### config.mk
export PLATFORM = sky130hd
export DESIGN_NAME = reset_irq_vector_placement
export DESIGN_NICKNAME = d
export VERILOG_FILES = /design/src/core/vec_pkg.sv /design/src/core/prio_pick.sv /design/src/core/reset_irq_vector_placement.sv
export SDC_FILE = /design/constraint.sdc
export NUM_CORES = 1
export LEC_CHECK = 0
export BUFFER_PORTS_ARGS = -buffer_cell sky130_fd_sc_hd__buf_4
export CAP_MARGIN = 20
export CORE_MARGIN = 8
export CORE_UTILIZATION = 44
export CTS_BUF_LIST = sky130_fd_sc_hd__clkbuf_8
export CTS_CLUSTER_SIZE = 16
export DETAILED_ROUTE_END_ITERATION = 7
export PLACE_DENSITY = 0.87
export REMOVE_ABC_BUFFERS = 1
export SYNTH_ARGS = -nofsm -noshare
export SYNTH_HDL_FRONTEND = slang
export SYNTH_SLANG_ARGS = --single-unit
export TNS_END_PERCENT = 50
### constraint.sdc
create_clock -name clk_i -period 1.7 [get_ports clk_i]
set_input_delay 0.17 -clock clk_i [delete_from_list [all_inputs] [get_ports clk_i]]
set_output_delay 0.17 -clock clk_i [all_outputs]
set_load 0.03 [all_outputs]
### src/core/vec_pkg.sv
package vec_pkg;
    localparam int NUM_SRC = 25;
    localparam int ADDR_W = 16;
    localparam int IDX_W = 5;
    // Larger part: two-word vectors, boot reset at word 0x1C00
    localparam logic [ADDR_W-1:0] RESET_ADDR = 16'h0000;
    localparam logic [ADDR_W-1:0] VEC_BASE = 16'h0002;
    localparam logic [ADDR_W-1:0] VEC_STEP_BIG = 16'h0002;
    localparam logic [ADDR_W-1:0] BOOT_ADDR_BIG = 16'h1C00;
    // Smaller part: one-word vectors, boot reset at 0xC00
    localparam logic [ADDR_W-1:0] VEC_STEP_SMALL = 16'h0001;
    localparam logic [ADDR_W-1:0] BOOT_ADDR_SMALL = 16'h0C00;
    localparam logic FUSE_PROGRAMMED = 1'b0;
    localparam logic [IDX_W-1:0] IDX_EXT0 = 5'h00;
    localparam logic [IDX_W-1:0] IDX_TWI = 5'h17;
    localparam logic [IDX_W-1:0] IDX_SPM = 5'h18;
endpackage : vec_pkg

### src/core/prio_pick.sv
module prio_pick
    import vec_pkg::*;
#(
    parameter int N = NUM_SRC
) (
    input wire logic [N-1:0] req_i,
    output logic any_o,
    output logic [IDX_W-1:0] idx_o
);
    always_comb begin
        any_o = 1'b0;
        idx_o = '0;
        for (int i = N - 1; i >= 0; i--) begin
            if (req_i[i]) begin
                any_o = 1'b1;
                idx_o = IDX_W'(i);
            end
        end
    end
endmodule : prio_pick

### src/core/reset_irq_vector_placement.sv
// How it works
// - After reset fetch starts at zero while the fuse is unprogrammed
// - Larger part: two-word vectors from 0x0002 onward
// - Timer, SPI, USART vectors continue from 0x0014
// - Last vectors ADC through store-program at 0x0032
// - Programmed fuse sends reset to boot address
// - Relocation adds boot start to every vector
// - Fuse and bit choose reset and vector base
// - Fuse one unprogrammed, zero programmed
// - Smaller part: boot 0xC00, vectors 0x01..0x19, relocated 0xC01..0xC19
module reset_irq_vector_placement
    import vec_pkg::*;
#(
    parameter bit LARGE_PART = 1'b1
) (
    input wire logic clk_i,
    input wire logic nrst_i,
    input wire logic boot_reset_select_fuse_i,
    input wire logic vector_table_relocate_i,
    input wire logic [NUM_SRC-1:0] irq_req_i,
    input wire logic irq_ack_i,
    output logic fetch_valid_o,
    output logic [ADDR_W-1:0] fetch_addr_o,
    output logic irq_pending_o,
    output logic [IDX_W-1:0] irq_index_o,
    output logic [ADDR_W-1:0] irq_vector_o
);
    // Fuse captured after reset release, never in the reset branch
    logic fuse_q;
    logic fuse_cap_q;
    logic any;
    logic [IDX_W-1:0] idx;
    logic [ADDR_W-1:0] boot_addr;
    logic [ADDR_W-1:0] step;
    logic [ADDR_W-1:0] rst_addr_d;
    logic [ADDR_W-1:0] vec_d;

    assign boot_addr = LARGE_PART ? BOOT_ADDR_BIG : BOOT_ADDR_SMALL;
    assign step = LARGE_PART ? VEC_STEP_BIG : VEC_STEP_SMALL;

    always_ff @(posedge clk_i or negedge nrst_i) begin
        if (!nrst_i) begin
            fuse_cap_q <= 1'b0;
            fuse_q <= 1'b1;
        end else if (!fuse_cap_q) begin
            fuse_cap_q <= 1'b1;
            fuse_q <= boot_reset_select_fuse_i;
        end
    end

    prio_pick #(.N(NUM_SRC)) u_pick (
        .req_i(irq_req_i),
        .any_o(any),
        .idx_o(idx)
    );

    always_comb begin
        // Fuse zero means programmed
        rst_addr_d = (boot_reset_select_fuse_i == FUSE_PROGRAMMED) ? boot_addr
                                                                   : RESET_ADDR;
        // Table base is one step past reset slot in either part
        vec_d = ADDR_W'(step + ADDR_W'(idx) * step);
        if (vector_table_relocate_i) begin
            vec_d = ADDR_W'(vec_d + boot_addr);
        end
    end

    // First fetch goes out in the first cycle after release
    always_ff @(posedge clk_i or negedge nrst_i) begin
        if (!nrst_i) begin
            fetch_valid_o <= 1'b0;
            fetch_addr_o <= RESET_ADDR;
        end else if (!fuse_cap_q) begin
            fetch_valid_o <= 1'b1;
            fetch_addr_o <= rst_addr_d;
        end else begin
            fetch_valid_o <= 1'b0;
        end
    end

    // Held until the core acknowledges; a newer lower request waits
    always_ff @(posedge clk_i or negedge nrst_i) begin
        if (!nrst_i) begin
            irq_pending_o <= 1'b0;
            irq_index_o <= '0;
            irq_vector_o <= '0;
        end else if (!irq_pending_o || irq_ack_i) begin
            irq_pending_o <= any && fuse_cap_q;
            irq_index_o <= idx;
            irq_vector_o <= vec_d;
        end
    end

    a_reset_target: assert property (@(posedge clk_i) disable iff (!nrst_i)
        fetch_valid_o |-> fetch_addr_o == ((fuse_q == FUSE_PROGRAMMED) ? boot_addr
                                                                     : RESET_ADDR))
        else $error("reset fetch address wrong");
    a_fetch_once: assert property (@(posedge clk_i) disable iff (!nrst_i)
        fetch_valid_o |=> !fetch_valid_o [*4])
        else $error("reset fetch repeated");
    a_vector_map: assert property (@(posedge clk_i) disable iff (!nrst_i)
        irq_pending_o && !$past(vector_table_relocate_i) && $rose(irq_pending_o) |->
        irq_vector_o == ADDR_W'(step + ADDR_W'(irq_index_o) * step))
        else $error("vector address wrong");
    a_vector_reloc: assert property (@(posedge clk_i) disable iff (!nrst_i)
        $rose(irq_pending_o) && $past(vector_table_relocate_i) |->
        irq_vector_o == ADDR_W'(boot_addr + step + ADDR_W'(irq_index_o) * step))
        else $error("relocated vector wrong");
    a_spm_last: assert property (@(posedge clk_i) disable iff (!nrst_i)
        $rose(irq_pending_o) && irq_index_o == IDX_SPM && !$past(vector_table_relocate_i)
        |-> irq_vector_o == (LARGE_PART ? 16'h0032 : 16'h0019))
        else $error("last vector wrong");
    a_lowest_wins: assert property (@(posedge clk_i) disable iff (!nrst_i)
        $rose(irq_pending_o) |-> $past(irq_req_i[0]) -> irq_index_o == IDX_EXT0)
        else $error("priority wrong");
    a_hold_pending: assert property (@(posedge clk_i) disable iff (!nrst_i)
        irq_pending_o && !irq_ack_i |=> irq_pending_o && $stable(irq_vector_o))
        else $error("pending vector dropped");
    a_small_boot: assert property (@(posedge clk_i) disable iff (!nrst_i)
        !LARGE_PART && $rose(irq_pending_o) && $past(vector_table_relocate_i) &&
        irq_index_o == IDX_SPM |-> irq_vector_o == 16'h0C19)
        else $error("small boot vector wrong");
    a_fuse_sense: assert property (@(posedge clk_i) disable iff (!nrst_i)
        fetch_valid_o && fuse_q |-> fetch_addr_o == RESET_ADDR)
        else $error("unprogrammed fuse moved reset");
endmodule : reset_irq_vector_placement

==> Word-level counts from Yosys, hierarchy flattened <==
Index checks and enable logic that the tools add are counted.
{ "totals": {"elab_cells": 64, "out_inout_bits": 39, "in_bits": 30, "reg_bits": 40} }
{ "op_classes": {"add_sub_neg": 2, "muxes": 53, "reduce_logical": 3} }
{ "op_table": {"columns": ["op", "n"], "rows": [
  ["$mux W5", 25],
  ["$mux W1", 26],
  ["$add A7 B13 Y14 const B", 1],
  ["$mux W14", 1],
  ["$mux W13", 1],
  ["$add A2 B6 Y7 const A", 1],
  ["$logic_and A1 B1 Y1", 1],
  ["$logic_not A1 Y1", 1],
  ["$logic_or A1 B1 Y1", 1]
]} }

==> Depth between registers and ports, before layout <==
{ "depth": {"depth_word": 28, "mapped_depth": 9, "depth_no_buf": 9} }

==> Cells and area by module <==
A second synthesis with hierarchy kept.
{ "hier_totals": {"hier_cells": 123, "area_unflattened_um2": 1179.9} }
{ "by_module_without_submodules": {"columns": ["module", "instances", "cells_each", "area_each_um2", "seq_area_each_um2"], "rows": [
  ["reset_irq_vector_placement", 1, 74, 884.6, 400.4],
  ["prio_pick", 1, 49, 295.3, 0.0]
]} }

==> Worst setup path before layout <==
OpenSTA, ideal clock, no wires.
{ "synth_path": {"kind": "input to register", "startpoint": "input port irq_req_i[22]", "endpoint": "register irq_vector_o[3]", "n_path_buf": 0, "path_stages": 7, "required_time_ns": 1.568, "arrival_time_ns": 1.455, "slack_ns": 0.114, "setup_time_ns": 0.132, "cell_sequence": "nand2b_1 > a2111oi_0 > o211ai_1 > a211oi_1 > ha_1 > xnor2_1 > o21ai_1"} }
{ "synth_via": {"elab_chain_len": 26} }
{ "synth_rtl": {"columns": ["element", "line", "text"], "rows": [
  ["start, declared", "reset_irq_vector_placement.sv:20", "input wire logic [NUM_SRC-1:0] irq_req_i,"],
  ["$mux W5 (*) (23 in a row)", "prio_pick.sv:14", "if (req_i[i]) begin"],
  ["via idx[0]", "reset_irq_vector_placement.sv:32", "logic [IDX_W-1:0] idx;"],
  ["$add A2 B6 Y7 (*)", "reset_irq_vector_placement.sv:62", "vec_d = ADDR_W'(step + ADDR_W'(idx) * step);"],
  ["$add A7 B13 Y14", "reset_irq_vector_placement.sv:64", "vec_d = ADDR_W'(vec_d + boot_addr);"],
  ["$mux W14 (*)", "reset_irq_vector_placement.sv:63", "if (vector_table_relocate_i) begin"],
  ["end signal, assigned", "reset_irq_vector_placement.sv:90", "irq_vector_o <= vec_d;"],
  ["end, declared", "reset_irq_vector_placement.sv:26", "output logic [ADDR_W-1:0] irq_vector_o"]
]} }
The timed path passes the listed nets; every way through them passes the cells marked *.
A chain may end at the register's enable or synchronous reset.

==> Worst setup path in the final report <==
Ends and elaborated chain as after synthesis.

==> impl_metrics.tcl <==
set metrics [dict create \
    async_flop_share_pct 100.0 \
    grt_first_pass_wirelength_um 4892 \
    synth_area_um2 1137 \
    clock-sinks 16 \
    antenna_cells 0 \
    start_kind "primary input" \
    finalSetupViolations 0 \
    cts_tree "yes" \
    ant_nets 0 \
    timing.rr.start "irq_pending_o" \
    synth_area_leaders "dfrtp_1, buf_4, nand2_1" \
    drt-vias-per-instance 4.899 \
    antenna_found_initial 0 \
    end_kind "flip-flop" \
    hold_depth 2 \
    clockBufferDepth 2 \
    p_int_mw 0.7351 \
    finalCriticalPeriod_ns 1.570 \
    die_area_um2 4468 \
    first_global_vias 1153 \
    clock_skew_ns 0.001677 \
    num-fill-cells 222 \
    final_area_um2 1551 \
    placed_cells 213 \
    cts_made_buffers 3 \
    fp.dieH_um 66.84 \
    grt_max_degree 17 \
    hold_violations 0 \
    max_stage_delay_ns 0.38 \
    first_pass_iters 4 \
    synth-main-ff-cell "dfrtp_1" \
    rows 18 \
    hold_path.class "primary input to flip-flop" \
    critPathRequiredTime_ns 1.84 \
    maxSlewViolCount 0 \
    rsz0062_at_grt "false" \
    min_period_over_period_pct 92.34 \
    leakagePower_nw 0.8037 \
    synth_seq_cells 16 \
    routed_wl_um 3098 \
    netlist_top_cells_count "buf_4, nand2_1, dfrtp_1, nor2_1, nor3_1" \
    fin_setup_tns_ns 0 \
    whs_ns 0.1016 \
    wl_per_cell_um 14.21 \
    overflow 0 \
    rrSetupSlack_ns 0.54 \
    switchingPower_mw 0.3651 \
    avgSynthCellArea_um2 8.425 \
    r2r_end "irq_vector_o[4]" \
    p_clk_share_pct 30.3 \
    multi_input_area_um2 605.6 \
    path_class "primary input to flip-flop" \
    ys_warn_count 0 \
    first_iter_violations 19 \
    route.vias.total 1068 \
    syn_to_final_growth_pct 36.41 \
    ir_drop_mv 0.7317 \
    seq_power_share_pct 38.1 \
    synth_top_area_cell "dfrtp_1" \
    insertion_delay_ns 0.25 \
    yosysSeqAreaShare_pct 35.20 \
    finalNonFillerCells 218 \
    yosysMostFrequentCell "buf_4" \
    slowest_stage "a2111oi_2" \
    critPathMaxFanout 2 \
    seq_area_um2 400.4 \
    post-dp-hpwl_um 2570 \
    clkSlewWorstSetupHoldPaths_ns 0.06 \
    initial_core_util_pct 46.33 \
    swShare_pct 33.18 \
    outcome "completed" \
    design.core.area_um2 2455 \
    io_pins 69 \
    final_nets 220 \
    yosys.area.top_type_share_pct 35.20 \
    dieWidth_um 66.84 \
    max_freq_mhz 637.0 \
    drc_errors 0 \
    power.density_nw_per_um2 709.1 \
    path_buf_inv 1 \
    min_to "fetch_addr_o[11]" \
    cts-htree-levels 1 \
    worstHoldStart "boot_reset_select_fuse_i" \
    synth_edf_count 0 \
    power_frac_comb_pct 31.5 \
    routabilityCongestion 0.8262 \
    rr_worst_depth 5 \
    io_buffers 48 \
    cap_violations 0 \
    place_area_um2 1475 \
    synth_cell_types 41 \
    cp_data_arrival_time_ns 1.71 \
    synthCells 135 \
    root_buffer "clkbuf_8" \
    crit_path_cell_trace "buf_4 > nand2b_1 > a2111oi_2 > o211ai_1 > a211oi_2 > ha_1 > xnor2_1 > o21ai_1" \
    drive_above_1_share_pct 37.23 \
    cp_top_family "compound AO/OA/AOI/OAI gates" \
    grtUsageTotal_pct 13.99 \
]
-- sequential cells by signal, indices dropped and copies added (netlist names) --
name,cells
irq_vector_o,7
irq_index_o,5
fetch_addr_o,1
fetch_valid_o,1
fuse_cap_q,1
irq_pending_o,1
-- kinds of logic (layout without fill, tap and decap cells) --
family          count (synthesis)  in the layout  synth area share (%)
compound gates                 24             24                 14.52
xor+xnor                        1              1                0.7702
fa+ha+maj                       1              1                 1.100
buf+inv                        32             66                 18.81
flops                          16             16                 35.20
mux                             1              1                0.8801
other cells                     2             21                0.6603
simple gates                   58             58                 28.05
-- per-stage QoR --
stage | worst slack, ns | util (%) | power, mW
2_1_floorplan | 0.06829 | - | 0.6036
6_report | 0.1302 | 63.20 | 1.100
5_1_grt | 0.03897 | 63.20 | 1.159
3_5_place_dp | -0.3405 | 60.09 | 0.7663
3_3_place_gp | -0.2181 | 60.09 | 0.7573
4_1_cts | 0.06532 | 63.00 | 1.108
-- cells in the final DEF, fill, tap and decap left out, types with 3 or more instances in the layout --
cell type	Yosys	layout
a21oi_1	4	4
buf_4	25	57
clkbuf_8	0	4
conb_1	2	21
dfrtp_1	16	16
inv_1	4	4
nand2_1	20	20
nand3_1	3	3
nor2_1	10	10
nor2b_1	3	3
nor3_1	6	6
nor4_1	4	4
o21ai_0	3	3
-- layer usage --
metal | global-route usage [%] | up-vias | wire length [µm]
li1 | - | 528 | -
met1 | 13.21 | 487 | 1106
met2 | 25.33 | 46 | 1566
met3 | 5.705 | 7 | 359
met4 | 6.933 | 0 | 65
met5 | 0 | - | 0
-- worst max path at each step --
| stage | from | end | cells past startpoint |
|---|---|---|---|
| after floorplan | irq_pending_o | irq_vector_o[4] | 4 |
| after global placement | irq_req_i[22] | irq_vector_o[3] | 8 |
| after detailed placement | irq_req_i[22] | irq_vector_o[3] | 8 |
| after CTS | irq_req_i[22] | irq_vector_o[3] | 8 |
| after global routing | irq_req_i[22] | irq_vector_o[3] | 8 |
| final | irq_req_i[22] | irq_vector_o[3] | 8 |
-- worst reg2reg max path, stage by stage (launching register included) --
cell	delay, ns
dfrtp_1	0.37
nor2b_1	0.14
buf_4	0.22
nor2_1	0.08
a22oi_1	0.18
nand2_1	0.08
-- cell type report --
cell class                      count  area share, %
Tap cell                           30          2.419
Clock buffer                        4          3.548
Multi-Input combinational cell    106          39.03
Sequential cell                    16          25.81
Inverter                            4         0.9677
Timing Repair Buffer               58          28.23
-- power groups by stage --
stage               registers (mW)  logic (mW)  clock network, mW
finish                       0.420       0.347              0.334
global route                 0.422       0.373              0.363
CTS                          0.419       0.345              0.344
detailed placement           0.426       0.341                  0
global placement             0.424       0.333                  0
floorplan                    0.485       0.119                  0
-- what timing repair did --
action / CTS / global route
gates resized for setup: 2 / 1
buffers inserted: 0 / 0
hold buffers: 1 / 0
endpoints found under the setup margin: 1 / 1
hold endpoints to repair: 16 / 0
No activity file was read; power rests on OpenSTA's default activity.
